===== src/gptp_pkg.sv =====
// Purpose: Shared constants and types of the general purpose timer pair.
// Assumes: One system clock, configuration supplied on plain ports.
// Notes:   Every offset-free figure of the block lives here once.
package gptp_pkg;

    // ----------------------------------------------------------------
    // Configuration and mode encodings
    // ----------------------------------------------------------------
    localparam logic [2:0]  CFG_CHAINED   = 3'h0;          // 32-bit one-shot/periodic
    localparam logic [2:0]  CFG_CLOCK     = 3'h1;          // 32-bit real-time clock
    localparam logic [2:0]  CFG_SPLIT     = 3'h4;          // Two 16-bit timers
    localparam logic [1:0]  MODE_ONESHOT  = 2'h1;          // Counter mode field: one-shot
    localparam logic [1:0]  MODE_PERIODIC = 2'h2;          // Counter mode field: periodic

    // ----------------------------------------------------------------
    // Reset and load values
    // ----------------------------------------------------------------
    localparam logic [15:0] HALF_LOAD_RST  = 16'hFFFF;     // Load and count halves
    localparam logic [7:0]  PRESCALE_RST   = 8'h00;        // Prescale registers
    localparam logic [31:0] MATCH_RST      = 32'h0000_0000; // Match register
    localparam logic [31:0] CLOCK_FIRST    = 32'h0000_0001; // First clock-mode load
    localparam logic [31:0] COUNT32_ZERO   = 32'h0000_0000; // Terminal / rollover value

    // ----------------------------------------------------------------
    // Timing: clock-mode input divided down to one step per second
    // ----------------------------------------------------------------
    localparam int RTC_INPUT_HZ = 32768;                   // Even capture pin rate
    localparam int RTC_TICK_HZ  = 1;                       // Counter increment rate
    localparam int RTC_DIVIDE   = RTC_INPUT_HZ / RTC_TICK_HZ; // Input edges per step

    // Operating mode, Gray coded along idle -> chained -> clock -> split
    typedef enum logic [1:0] {
        OP_IDLE  = 2'b00,
        OP_CHAIN = 2'b01,
        OP_CLOCK = 2'b11,
        OP_SPLIT = 2'b10
    } gptp_op_e;

    // Decode of the configuration register, used only by the timer pair top
    function automatic gptp_op_e gptp_decode(input logic [2:0] cfg);
        gptp_op_e op;
        op = OP_IDLE;
        if (cfg == CFG_CHAINED) begin
            op = OP_CHAIN;
        end else if (cfg == CFG_CLOCK) begin
            op = OP_CLOCK;
        end else if (cfg == CFG_SPLIT) begin
            op = OP_SPLIT;
        end
        return op;
    endfunction

endpackage


===== src/gptp_half_if.sv =====
// Purpose: Carrier between the timer pair top and one 16-bit half counter.
// Assumes: All signals on clk_sys.
// Notes:   Top drives control, the half drives count and time-out.
`timescale 1ns/100ps
`default_nettype none
interface gptp_half_if;
    logic        run;         // Count this cycle (enabled, split mode, not stalled)
    logic        loadWrite;   // Software rewrote the interval load
    logic [15:0] loadValue;   // Interval load value
    logic [7:0]  prescale;    // Programmed prescale value
    logic [15:0] count;       // Current count
    logic        timeout;     // Zero reached, reload taking place

    modport ctrl (output run, output loadWrite, output loadValue, output prescale,
                  input count, input timeout);
    modport unit (input run, input loadWrite, input loadValue, input prescale,
                  output count, output timeout);
endinterface
`default_nettype wire


===== src/gptp_half_counter.sv =====
// Purpose: One 16-bit down-counter with 8-bit prescaler for split mode.
// Assumes: Top gates run with enable, mode and debug stall.
// Notes:   Time-out is a combinational pulse the top registers.
`timescale 1ns/100ps
`default_nettype none
module gptp_half_counter
    import gptp_pkg::*;
(
    input  wire logic   clk_sys,
    input  wire logic   reset,
    gptp_half_if.unit   bus
);

    logic [15:0] count_q;     // Count value
    logic [15:0] count_d;
    logic [7:0]  pre_q;       // Prescale down-counter
    logic [7:0]  pre_d;
    logic        timeout;     // Zero reached this step

    // ------------------------------------------------------------
    // Next count and prescaler
    // ------------------------------------------------------------
    always_comb begin
        count_d = count_q;
        pre_d   = pre_q;
        timeout = 1'b0;
        if (bus.loadWrite) begin
            count_d = bus.loadValue;
            pre_d   = bus.prescale;
        end else if (bus.run) begin
            if (pre_q == 8'h00) begin
                pre_d = bus.prescale;
                if (count_q == 16'h0000) begin
                    count_d = bus.loadValue;
                    timeout = 1'b1;
                end else begin
                    count_d = count_q - 16'h0001;
                end
            end else begin
                pre_d = pre_q - 8'h01;
            end
        end
    end

    // Register only
    always_ff @(posedge clk_sys) begin
        if (reset) begin
            count_q <= HALF_LOAD_RST;
            pre_q   <= PRESCALE_RST;
        end else begin
            count_q <= count_d;
            pre_q   <= pre_d;
        end
    end

    assign bus.count   = count_q;
    assign bus.timeout = timeout;

endmodule
`default_nettype wire


===== src/gptp_rtc_divider.sv =====
// Purpose: Divide the even capture pin clock down to a one-second step.
// Assumes: Pin is asynchronous and far slower than clk_sys.
// Notes:   Counts rising edges, so pin highs must span two system clocks.
`timescale 1ns/100ps
`default_nettype none
module gptp_rtc_divider
    import gptp_pkg::*;
#(
    parameter int DIVIDE = RTC_DIVIDE   // Input edges per step
) (
    input  wire logic clk_sys,
    input  wire logic reset,
    input  wire logic capturePinEven,   // Slow clock on the even pin
    output logic      secondTick        // One-cycle step pulse
);

    localparam int CW = $clog2(DIVIDE + 1);
    localparam logic [CW-1:0] LAST = CW'(DIVIDE - 1);

    logic          sync1_q;      // First synchroniser stage, read only by sync2
    logic          sync2_q;      // Second synchroniser stage
    logic          prev_q;       // Delayed copy for edge detection
    logic [CW-1:0] edges_q;      // Edges seen in this second
    logic [CW-1:0] edges_d;
    logic          tick_q;
    logic          tick_d;

    // ------------------------------------------------------------
    // Edge count toward one step
    // ------------------------------------------------------------
    always_comb begin
        edges_d = edges_q;
        tick_d  = 1'b0;
        if (sync2_q && !prev_q) begin
            if (edges_q == LAST) begin
                edges_d = '0;
                tick_d  = 1'b1;
            end else begin
                edges_d = edges_q + CW'(1);
            end
        end
    end

    // Register only
    always_ff @(posedge clk_sys) begin
        if (reset) begin
            sync1_q <= 1'b0;
            sync2_q <= 1'b0;
            prev_q  <= 1'b0;
            edges_q <= '0;
            tick_q  <= 1'b0;
        end else begin
            sync1_q <= capturePinEven;
            sync2_q <= sync1_q;
            prev_q  <= sync2_q;
            edges_q <= edges_d;
            tick_q  <= tick_d;
        end
    end

    assign secondTick = tick_q;

endmodule
`default_nettype wire


===== src/gptp_timer_pair.sv =====
// Purpose: General purpose timer pair: chained 32-bit, clock, or split 16-bit.
// Assumes: Software state arrives on plain ports; write strobes are pulses.
// Notes:   Counter, status and trigger outputs are all registered.
`timescale 1ns/100ps
`default_nettype none
module gptp_timer_pair
    import gptp_pkg::*;
#(
    parameter int RTC_EDGES = RTC_DIVIDE          // Pin edges per clock-mode step
) (
    input  wire logic        clk_sys,
    input  wire logic        reset,
    input  wire logic [2:0]  timerConfiguration,  // Configuration register
    input  wire logic [1:0]  aModeField,          // A counter mode field
    input  wire logic [1:0]  bModeField,          // B counter mode field
    input  wire logic        aEnableWrite,        // Pulse: software writes A enable
    input  wire logic        aEnableData,
    input  wire logic        bEnableWrite,        // Pulse: software writes B enable
    input  wire logic        bEnableData,
    input  wire logic        aIntervalWrite,      // Pulse: A interval load write
    input  wire logic [31:0] aIntervalData,
    input  wire logic        bIntervalWrite,      // Pulse: B interval load write
    input  wire logic [15:0] bIntervalData,
    input  wire logic        aPrescaleWrite,      // Pulse: A prescale write
    input  wire logic        bPrescaleWrite,      // Pulse: B prescale write
    input  wire logic [7:0]  prescaleData,
    input  wire logic        aMatchWrite,         // Pulse: A match write
    input  wire logic [31:0] aMatchData,
    input  wire logic        aOutputTriggerEnable,
    input  wire logic        bOutputTriggerEnable,
    input  wire logic        aDebugStall,
    input  wire logic        bDebugStall,
    input  wire logic        clockModeEnable,
    input  wire logic        aTimeoutMask,
    input  wire logic        bTimeoutMask,
    input  wire logic        clockMatchMask,
    input  wire logic        aTimeoutClear,       // Pulse: clear A time-out
    input  wire logic        bTimeoutClear,       // Pulse: clear B time-out
    input  wire logic        clockMatchClear,     // Pulse: clear clock match
    input  wire logic        cpuHalted,           // Debugger halt, same clock
    input  wire logic        capturePinEven,      // Asynchronous 32.768 kHz pin
    output logic [31:0]      aCounterValue,       // A counter-value read data
    output logic [15:0]      bCounterValue,       // B counter-value read data
    output logic             aEnable,
    output logic             bEnable,
    output logic             aTimeoutRaw,
    output logic             bTimeoutRaw,
    output logic             clockMatchRaw,
    output logic             aTimeoutMasked,
    output logic             bTimeoutMasked,
    output logic             clockMatchMasked,
    output logic             interruptOut,
    output logic             adcTrigger           // One-cycle trigger pulse
);

    // ------------------------------------------------------------
    // Declarations
    // ------------------------------------------------------------
    gptp_op_e    op;                   // Decoded operating mode
    logic        chained;              // Either 32-bit mode
    logic [2:0]  prevCfg_q;            // Config of last cycle, spots first selection
    logic        aEn_q, aEn_d;         // A enable, hardware may clear
    logic        bEn_q, bEn_d;         // B enable
    logic [15:0] aLoad_q, aLoad_d;     // A interval load
    logic [15:0] bLoad_q, bLoad_d;     // B interval load
    logic [7:0]  aPre_q, aPre_d;       // A prescale
    logic [7:0]  bPre_q, bPre_d;       // B prescale
    logic [31:0] match_q, match_d;     // A match value
    logic [31:0] cnt32_q, cnt32_d;     // Chained count
    logic        aRaw_q, aRaw_d;       // Sticky A time-out
    logic        bRaw_q, bRaw_d;       // Sticky B time-out
    logic        mRaw_q, mRaw_d;       // Sticky clock match
    logic        aMis_q, bMis_q, mMis_q;
    logic        irq_q, trig_q, trig_d;
    logic [31:0] aVal_q, aVal_d;       // Registered read views
    logic [15:0] bVal_q;
    logic        tick;                 // One-second step
    logic        aTimeout;             // A (or chained) zero event
    logic        bTimeout;             // B zero event
    logic        matchHit;             // Clock mode match event
    logic        aFrozen, bFrozen;     // Debug stall in force
    logic        chainTimeout;

    gptp_half_if halfA ();
    gptp_half_if halfB ();

    // ------------------------------------------------------------
    // Submodules
    // ------------------------------------------------------------
    gptp_half_counter uHalfA (
        .clk_sys (clk_sys),
        .reset   (reset),
        .bus     (halfA)
    );

    gptp_half_counter uHalfB (
        .clk_sys (clk_sys),
        .reset   (reset),
        .bus     (halfB)
    );

    gptp_rtc_divider #(
        .DIVIDE (RTC_EDGES)
    ) uDivider (
        .clk_sys        (clk_sys),
        .reset          (reset),
        .capturePinEven (capturePinEven),
        .secondTick     (tick)
    );

    // ------------------------------------------------------------
    // Mode decode and stall
    // ------------------------------------------------------------
    // Select 32-bit modes
    assign op      = gptp_decode(timerConfiguration);
    assign chained = (op == OP_CHAIN) || (op == OP_CLOCK);

    assign aFrozen = cpuHalted && !clockModeEnable &&
                     (aDebugStall || ((op == OP_CLOCK) && bDebugStall));
    assign bFrozen = cpuHalted && bDebugStall;

    // ------------------------------------------------------------
    // Half counter controls, split mode only
    // ------------------------------------------------------------
    // Independent halves at config 4
    assign halfA.run       = (op == OP_SPLIT) && aEn_q && !aFrozen;
    assign halfB.run       = (op == OP_SPLIT) && bEn_q && !bFrozen;
    assign halfA.loadWrite = (op == OP_SPLIT) && aIntervalWrite;
    assign halfB.loadWrite = (op == OP_SPLIT) && bIntervalWrite;
    assign halfA.loadValue = aLoad_d;
    assign halfB.loadValue = bLoad_d;
    assign halfA.prescale  = aPre_q;
    assign halfB.prescale  = bPre_q;

    // ------------------------------------------------------------
    // Software registers: loads, prescales, match
    // ------------------------------------------------------------
    always_comb begin
        aLoad_d = aLoad_q;
        bLoad_d = bLoad_q;
        aPre_d  = aPrescaleWrite ? prescaleData : aPre_q;
        bPre_d  = bPrescaleWrite ? prescaleData : bPre_q;
        match_d = aMatchWrite ? aMatchData : match_q;
        if (aIntervalWrite) begin
            aLoad_d = aIntervalData[15:0];
            if (chained) begin
                bLoad_d = aIntervalData[31:16];
            end
        end
        if (bIntervalWrite && !chained) begin
            bLoad_d = bIntervalData;
        end
    end

    // ------------------------------------------------------------
    // Chained 32-bit counter: down count or clock mode
    // ------------------------------------------------------------
    always_comb begin
        cnt32_d      = cnt32_q;
        chainTimeout = 1'b0;
        matchHit     = 1'b0;
        if (op == OP_CLOCK) begin
            if (prevCfg_q != CFG_CLOCK) begin
                cnt32_d = CLOCK_FIRST;
            end else if (aMatchWrite && !aEn_q) begin
                cnt32_d = aMatchData;
            end else if (aEn_q && !aFrozen && tick) begin
                if (cnt32_q == match_q) begin
                    cnt32_d  = COUNT32_ZERO;
                    matchHit = 1'b1;
                end else begin
                    cnt32_d = cnt32_q + 32'h0000_0001;
                end
            end
        end else if (op == OP_CHAIN) begin
            if (aIntervalWrite) begin
                cnt32_d = aIntervalData;
            end else if (aEn_q && !aFrozen) begin
                if (cnt32_q == COUNT32_ZERO) begin
                    cnt32_d      = {bLoad_q, aLoad_q};
                    chainTimeout = 1'b1;
                end else begin
                    cnt32_d = cnt32_q - 32'h0000_0001;
                end
            end
        end
    end

    assign aTimeout = chainTimeout || halfA.timeout;
    assign bTimeout = halfB.timeout;

    // ------------------------------------------------------------
    // Enables: software write wins over hardware clear
    // ------------------------------------------------------------
    always_comb begin
        aEn_d = aEn_q;
        bEn_d = bEn_q;
        if (aTimeout && (aModeField == MODE_ONESHOT)) begin
            aEn_d = 1'b0;
        end
        if (bTimeout && (bModeField == MODE_ONESHOT)) begin
            bEn_d = 1'b0;
        end
        if (aEnableWrite) begin
            aEn_d = aEnableData;
        end
        if (bEnableWrite) begin
            bEn_d = bEnableData;
        end
    end

    // ------------------------------------------------------------
    // Status, trigger and read views; set beats clear
    // ------------------------------------------------------------
    always_comb begin
        aRaw_d = (aRaw_q && !aTimeoutClear) || aTimeout;
        bRaw_d = (bRaw_q && !bTimeoutClear) || bTimeout;
        mRaw_d = (mRaw_q && !clockMatchClear) || matchHit;
        trig_d = (aTimeout && aOutputTriggerEnable) ||
                 (bTimeout && bOutputTriggerEnable);
        aVal_d = chained ? cnt32_d : {16'h0000, halfA.count};
    end

    // ------------------------------------------------------------
    // Register only
    // ------------------------------------------------------------
    always_ff @(posedge clk_sys) begin
        if (reset) begin
            prevCfg_q <= CFG_CHAINED;
            aEn_q     <= 1'b0;
            bEn_q     <= 1'b0;
            aLoad_q   <= HALF_LOAD_RST;
            bLoad_q   <= HALF_LOAD_RST;
            aPre_q    <= PRESCALE_RST;
            bPre_q    <= PRESCALE_RST;
            match_q   <= MATCH_RST;
            cnt32_q   <= {HALF_LOAD_RST, HALF_LOAD_RST};
            aRaw_q    <= 1'b0;
            bRaw_q    <= 1'b0;
            mRaw_q    <= 1'b0;
            aMis_q    <= 1'b0;
            bMis_q    <= 1'b0;
            mMis_q    <= 1'b0;
            irq_q     <= 1'b0;
            trig_q    <= 1'b0;
            aVal_q    <= {HALF_LOAD_RST, HALF_LOAD_RST};
            bVal_q    <= HALF_LOAD_RST;
        end else begin
            prevCfg_q <= timerConfiguration;
            aEn_q     <= aEn_d;
            bEn_q     <= bEn_d;
            aLoad_q   <= aLoad_d;
            bLoad_q   <= bLoad_d;
            aPre_q    <= aPre_d;
            bPre_q    <= bPre_d;
            match_q   <= match_d;
            cnt32_q   <= cnt32_d;
            aRaw_q    <= aRaw_d;
            bRaw_q    <= bRaw_d;
            mRaw_q    <= mRaw_d;
            aMis_q    <= aRaw_d && aTimeoutMask;
            bMis_q    <= bRaw_d && bTimeoutMask;
            mMis_q    <= mRaw_d && clockMatchMask;
            irq_q     <= (aRaw_d && aTimeoutMask) || (bRaw_d && bTimeoutMask) ||
                         (mRaw_d && clockMatchMask);
            trig_q    <= trig_d;
            aVal_q    <= aVal_d;
            bVal_q    <= chained ? cnt32_d[31:16] : halfB.count;
        end
    end

    assign aCounterValue    = aVal_q;
    assign bCounterValue    = bVal_q;
    assign aEnable          = aEn_q;
    assign bEnable          = bEn_q;
    assign aTimeoutRaw      = aRaw_q;
    assign bTimeoutRaw      = bRaw_q;
    assign clockMatchRaw    = mRaw_q;
    assign aTimeoutMasked   = aMis_q;
    assign bTimeoutMasked   = bMis_q;
    assign clockMatchMasked = mMis_q;
    assign interruptOut     = irq_q;
    assign adcTrigger       = trig_q;

endmodule
`default_nettype wire


===== config.mk =====
export PLATFORM = sky130hd
export DESIGN_NAME = gptp_timer_pair
export DESIGN_NICKNAME = d
export VERILOG_FILES = /design/src/gptp_pkg.sv /design/src/gptp_half_if.sv /design/src/gptp_half_counter.sv /design/src/gptp_rtc_divider.sv /design/src/gptp_timer_pair.sv
export SDC_FILE = /design/constraint.sdc
export NUM_CORES = 1
export LEC_CHECK = 0
export BUFFER_PORTS_ARGS = -buffer_cell sky130_fd_sc_hd__buf_4
export CAP_MARGIN = 20
export CORE_ASPECT_RATIO = 0.7
export CORE_MARGIN = 1.5
export CORE_UTILIZATION = 25
export CTS_CLUSTER_DIAMETER = 200
export CTS_CLUSTER_SIZE = 14
export DETAILED_ROUTE_END_ITERATION = 8
export GPL_ROUTABILITY_DRIVEN = 0
export PLACE_DENSITY_LB_ADDON = 0.08
export SLEW_MARGIN = 10
export SYNTH_ARGS = -nofsm -noshare
export SYNTH_HDL_FRONTEND = slang
export SYNTH_HIERARCHICAL = 1
export SYNTH_SLANG_ARGS = --single-unit

===== constraint.sdc =====
create_clock -name clk_sys -period 4.4 [get_ports clk_sys]
set_input_delay 1.32 -clock clk_sys [delete_from_list [all_inputs] [get_ports clk_sys]]
set_output_delay 1.32 -clock clk_sys [all_outputs]
set_load 0.02 [all_outputs]

; Word-level counts from Yosys, hierarchy flattened
; Index checks and enable logic that the tools add are counted.
[word_totals]
in_bits = 119
out_inout_bits = 58
elab_cells = 160
ff_bits = 241
[classes]
n_mux = 56
n_bitwise = 1
add_sub_neg = 7
eq_ne = 10
n_reduce_logical = 58
[op_table]
columns = cell, count
row1 = $mux 32, 10
row2 = $mux 16, 14
row3 = $mux 8, 6
row4 = $add 32x1->32 const B, 1
row5 = $eq 32x32->1, 1
row6 = $logic_not 16->1, 2
row7 = $logic_not 32->1, 1
row8 = $sub 16x1->16 const B, 2
row9 = $sub 32x1->32 const B, 1
row10 = $logic_and 1x1->1, 25
row11 = $mux 1, 23
row12 = $add 16x1->16 const B, 1
row13 = $eq 16x15->1 const B, 1
row14 = $logic_not 8->1, 2
row15 = $sub 8x1->8 const B, 2
row16 = $reduce_bool 2->1, 6
row17 = $logic_not 1->1, 9
row18 = $logic_or 1x1->1, 9
row19 = $eq 2x1->1 const B, 3
row20 = $mux 2, 3
row21 = $eq 2x2->1 const B, 2
row22 = $reduce_and 2->1, 2
row23 = $eq 3x1->1 const B, 1
row24 = $eq 3x3->1 const B, 1
row25 = 4 further kinds, 4

; Logic depth before layout (Yosys ltp)
[logic_depth]
depth_word = 19
mapped_depth = 13
depth_no_buf = 10

; Modules after synthesis
; Netlist, hierarchy kept.
[by_module_without_submodules]
columns = module, instances, area_each_um2, cells_per_inst
row1 = gptp_timer_pair, 1, 9501.6, 1156
row2 = gptp_half_counter, 2, 1581.5, 208
row3 = gptp_rtc_divider, 1, 864.6, 89

; Least setup slack after synthesis
; OpenSTA, ideal clock, no wires.
[synth_timing]
path_kind = input to register
start = input port timerConfiguration[2]
end = register uHalfB.count_q[9], in the netlist uHalfB/bus.count[9]
stages = 9
required_time_ns = 4.276
arrival_time_ns = 3.672
setup_time_ns = 0.124
setup_slack_ns = 0.603
cell_sequence = clkbuf_1 > or2_2 > clkbuf_1 > nor2_1 > clkbuf_1 > mux2i_1 > a21oi_1 > nor2b_1 > a2111o_1
[synth_via]
elab_chain_len = 13
word_cells_on_any_way = 25
[synth_rtl]
columns = item, line_no
row1 = "start, declared", gptp_timer_pair.sv:13  ; input wire logic [2:0] timerConfiguration,
row2 = $eq 3x3->1, gptp_pkg.sv:47  ; end else if (cfg == CFG_SPLIT) begin
row3 = $mux 2, gptp_pkg.sv:47
row4 = $mux 2, gptp_pkg.sv:45  ; end else if (cfg == CFG_CLOCK) begin
row5 = $mux 2 *, gptp_pkg.sv:43  ; if (cfg == CFG_CHAINED) begin
row6 = $eq 2x1->1 / $eq 2x2->1 (equally long branches), gptp_timer_pair.sv:116  ; assign chained = (op == OP_CHAIN) || (op == OP_CLOCK);
row7 = $logic_or 1x1->1 *, gptp_timer_pair.sv:116
row8 = $mux 16 / $logic_not 1->1 (equally long branches), "gptp_timer_pair.sv:146, gptp_timer_pair.sv:150"
row9 = $mux 16 / $logic_and 1x1->1 (equally long branches), "gptp_timer_pair.sv:144, gptp_timer_pair.sv:150"
row10 = $mux 16 *, gptp_timer_pair.sv:150  ; if (bIntervalWrite && !chained) begin
row11 = via bLoad_d[9], gptp_timer_pair.sv:65  ; logic [15:0] bLoad_q, bLoad_d;
row12 = $mux 16, gptp_half_counter.sv:33  ; if (count_q == 16'h0000) begin
row13 = $mux 16, gptp_half_counter.sv:31  ; if (pre_q == 8'h00) begin
row14 = $mux 16, gptp_half_counter.sv:30  ; end else if (bus.run) begin
row15 = $mux 16 *, gptp_half_counter.sv:27  ; if (bus.loadWrite) begin
row16 = "end signal, assigned", gptp_half_counter.sv:51  ; count_q <= count_d;
row17 = "end, declared", gptp_half_counter.sv:14  ; logic [15:0] count_q;
; Mark *: on every way through the listed nets, which the timed path passes. The rest lies on a longest branch. The select of a mux whose other input is x is not followed.
; A chain may end at the register's enable or synchronous reset.

; Worst setup path after layout
[layout_timing]
start = register cnt32_q[14]
end = register aVal_q[8], in the netlist aCounterValue[8]
[layout_via]
elab_chain_len = 7
word_cells_on_any_way = 12
[layout_rtl]
columns = item, line_no
row1 = "start, declared", gptp_timer_pair.sv:69  ; logic [31:0] cnt32_q, cnt32_d;
row2 = "start signal, assigned", gptp_timer_pair.sv:237  ; cnt32_q <= {HALF_LOAD_RST, HALF_LOAD_RST};
row3 = "start signal, assigned", gptp_timer_pair.sv:257  ; cnt32_q <= cnt32_d;
row4 = $eq 32x32->1 / $logic_not 32->1 (equally long branches), "gptp_timer_pair.sv:168, gptp_timer_pair.sv:179"
row5 = "$mux 32, on equally long branches", "gptp_timer_pair.sv:168, gptp_timer_pair.sv:179"
row6 = "$mux 32, on equally long branches", "gptp_timer_pair.sv:167, gptp_timer_pair.sv:178"
row7 = "$mux 32, on equally long branches", "gptp_timer_pair.sv:165, gptp_timer_pair.sv:176"
row8 = "$mux 32, on equally long branches", "gptp_timer_pair.sv:163, gptp_timer_pair.sv:175"
row9 = $mux 32 *, gptp_timer_pair.sv:162  ; if (op == OP_CLOCK) begin
row10 = $mux 32 *, gptp_timer_pair.sv:221  ; aVal_d = chained ? cnt32_d : {16'h0000, halfA.count};
row11 = "end signal, assigned", gptp_timer_pair.sv:246  ; aVal_q <= {HALF_LOAD_RST, HALF_LOAD_RST};
row12 = "end signal, assigned", gptp_timer_pair.sv:267  ; aVal_q <= aVal_d;
row13 = "end, declared", gptp_timer_pair.sv:75  ; logic [31:0] aVal_q, aVal_d;
; Mark *: on every way between the ends. The rest lies on a longest branch, timed or not.

==> run summary <==
Outcome - finished clean
Clock period minus worst slack - 3.58 ns
Cell variety after synth - 93
Slowest Stage Delay on Critical Path - 0.63 ns
CP endpoint kind - flop
Yosys top cell by area - dfxtp_1
Startpoint Class - flop
Worst rel slew slack - 0.312
Leakage power - 6.21 nW
Area fraction of the dominant cell type after synthesis - 0.357
Die area - 0.0555 mm^2
TNS Setup - 0 ns
Slowest CP cell - or4_4
Cells along the critical path - or4_4, or4_4, or3_4, a221oi_1, nor2b_1, o21ai_0, a31oi_1
Reg-to-reg endpoint - aCounterValue[8]
Antenna violations before repair - 3
P per Cell Area - 311 mW/mm^2
Boundary Pins - 177
R2R cell count - 7
Clock Tree Buf Depth - 3
Ys Warns - 6
CTS tree - built
Layout cells sized above 1 - 0.196
R2r setup slk - 0.82 ns
Synthesis-to-layout area growth - 21.0%
Fillers - 5721
Cell count of the worst hold path - 1
Critical R2R Launch - cnt32_q[14]
Number of placement rows - 71
Synth Instances - 1661
Post-Syn Nets - 1792
Root Driver - clkbuf_16
Main area contributors after synthesis - dfxtp_1 36%, mux2i_1 5.3%, nor2_1 5.2%
Worst vdd ir - 0.000241 V
Grt ovf - 0
Final Instance Area - 0.0164 mm^2
Vias in the first global route - 12800
Post-detail-place hpwl - 46900 um
Initial Util - 0.253
Hold EP - uDivider/sync2_q
Die H - 198 um
Worst-Margin Slew - 1.02 ns
FFs w/ async S/R, synth - 0
Final Hold Fails - 0
Sequential fraction of the synthesis area - 0.357
CTS buffer count - 21
CTS clk-pin slew, worst paths - 0.08 ns
CTS sink count - 241
Synth Cell Area - 0.0135 mm^2
Nets@finish - 1936
Max Fclk - 279 MHz
Port Buf Inserts - 176
Largest net degree at the start of global routing - 63
Detail Route Antenna Nets - 0
Iteration-0 DRC count of the detailed router - 1421
Routed via count - 13500
Max-Cap Viols - 0
Crit path DAT - 3.99 ns
Number of synthesized flops with an enable pin - 0
Final period util - 0.814
Post-CTS Setup Bufs - 0
Area of the multi-input gates - 0.00804 mm^2
HP Class - reg -> reg
CP Buf/Inv Count - 0
Post-route core utilization - 0.306
Routed len/inst - 24.0 um
H-tree levels - 1
Die width - 281 um
Ys flop type - dfxtp_1
Crit-path max FO - 29
Top Family by Delay on Critical Path - simple AND/OR/NAND/NOR gates
Hold_ws - 0.446 ns
Total power - 5.09 mW
Post-CTS Hold Buffers - 0
Setup violators final - 0
Aggregate routed wire length - 61000 um
Placed Instance Area - 0.0158 mm^2
Cell mode on critical path - or4_4
Slew Limit Fails - 0
Critical path class - reg -> reg
Worst EP required - 4.81 ns
DRT Pass-1 Iters - 7
Clk_lat worst skew - 0.56 ns
Core area - 0.0536 mm^2
First-pass GRT wire length - 89200 um
Fin Clk Skew - 0.0486 ns
Worst min-delay path startpoint - uDivider/sync1_q
Post-synthesis register bit count - 241
Register area - 0.00482 mm^2
Total track usage - 0.217
Final routed DRC violation total - 0
Via density - 5.30
Post-CTS resize count - 0
Avg Cell Area, Syn - 8.15 um^2
RSZ-0062 raised after global routing - false
==> power by group <==
part	switching, mW	internal (mW)
registers	0.115	2.29
clock network	0.907	0.855
logic	0.555	0.365
==> metrics by stage <==
| stage | setup WS [ns] | std cells |
|---|---|---|
| floorplan | 0.603 | 1661 |
| global placement | 0.474 | 2510 |
| detailed placement | 0.446 | 2511 |
| CTS | 0.845 | 2534 |
| global route | 0.707 | 2536 |
| finish | 0.818 | 2538 |
==> worst max path at each step <==
stage / endpoint / cells after the start / slack [ns] / startpoint
final: aCounterValue[8] / 7 / 0.82 / cnt32_q[14]
after global routing: aCounterValue[8] / 7 / 0.71 / cnt32_q[14]
after CTS: aCounterValue[8] / 7 / 0.84 / cnt32_q[14]
after detailed placement: bCounterValue[1] / 9 / 0.45 / aDebugStall
after global placement: bCounterValue[1] / 9 / 0.47 / aDebugStall
after floorplan: uHalfB/bus.count[9] / 9 / 0.60 / timerConfiguration[2]
==> layout by cell type, fill, tap and decap left out, types with 16 or more instances in the layout <==
master     count
xor2_1        61
mux2i_1       71
a31oi_1       27
nand2_1      120
nor3_1        58
nand3_1       55
and3_1        18
dfxtp_1      241
buf_4        239
or2_2         38
clkbuf_16     21
inv_1         38
a21o_1        16
xnor2_1       16
nor4_1        40
o21ai_0       72
nand4_1       33
nor2_1       186
a21oi_1       94
or3_1         27
o211ai_1      19
==> cell usage after synthesis, drive strengths merged, types with 28 or more instances <==
cell      n
a21oi    94
buf      34
clkbuf   90
dfxtp   241
inv      38
mux2i    71
nand2   121
nand3    55
nand4    34
nor2    188
nor3     60
nor4     43
o21ai    79
or2      38
or3      28
xor2     61
==> flip-flops by register name, indices dropped and copies added, names as in the netlist, 16 cells and up <==
name              cells
aCounterValue        32
cnt32_q              32
match_q              32
aLoad_q              16
bCounterValue        16
bLoad_q              16
uDivider/edges_q     16
uHalfA/bus.count     16
uHalfB/bus.count     16
==> layout make-up <==
class                      count  area share
clock inverter                 2     0.00153
clock buffer                  21      0.0321
antenna                        3    0.000459
multi-input combinational   1257       0.491
tap                          730      0.0558
sequential                   241       0.295
timing repair buffer         245       0.116
inverter                      39     0.00894
==> logic make-up after synthesis <==
group | count (synthesis) | share of synthesized area
buf+inv | 163 | 0.0502
simple gates | 690 | 0.268
xor+xnor | 77 | 0.0498
flops | 241 | 0.357
mux | 86 | 0.0653
compound gates | 392 | 0.199
fa+ha+maj | 12 | 0.0111
==> worst reg2reg max path, stage by stage (launching register included) <==
cell and delay (ns):
dfxtp_1 0.49, or4_4 0.63, or4_4 0.59, or3_4 0.62
a221oi_1 0.32, nor2b_1 0.07, o21ai_0 0.56, a31oi_1 0.15
==> routing by layer <==
| metal | routed length (um) | part of all wire | global-route usage |
|---|---|---|---|
| met5 | 67 | 0.0011 | 0.00619 |
| met4 | 1070 | 0.017 | 0.0434 |
| met3 | 4970 | 0.081 | 0.0492 |
| met2 | 23400 | 0.38 | 0.288 |
| met1 | 31500 | 0.52 | 0.343 |
No activity file was read; power rests on OpenSTA's default activity.
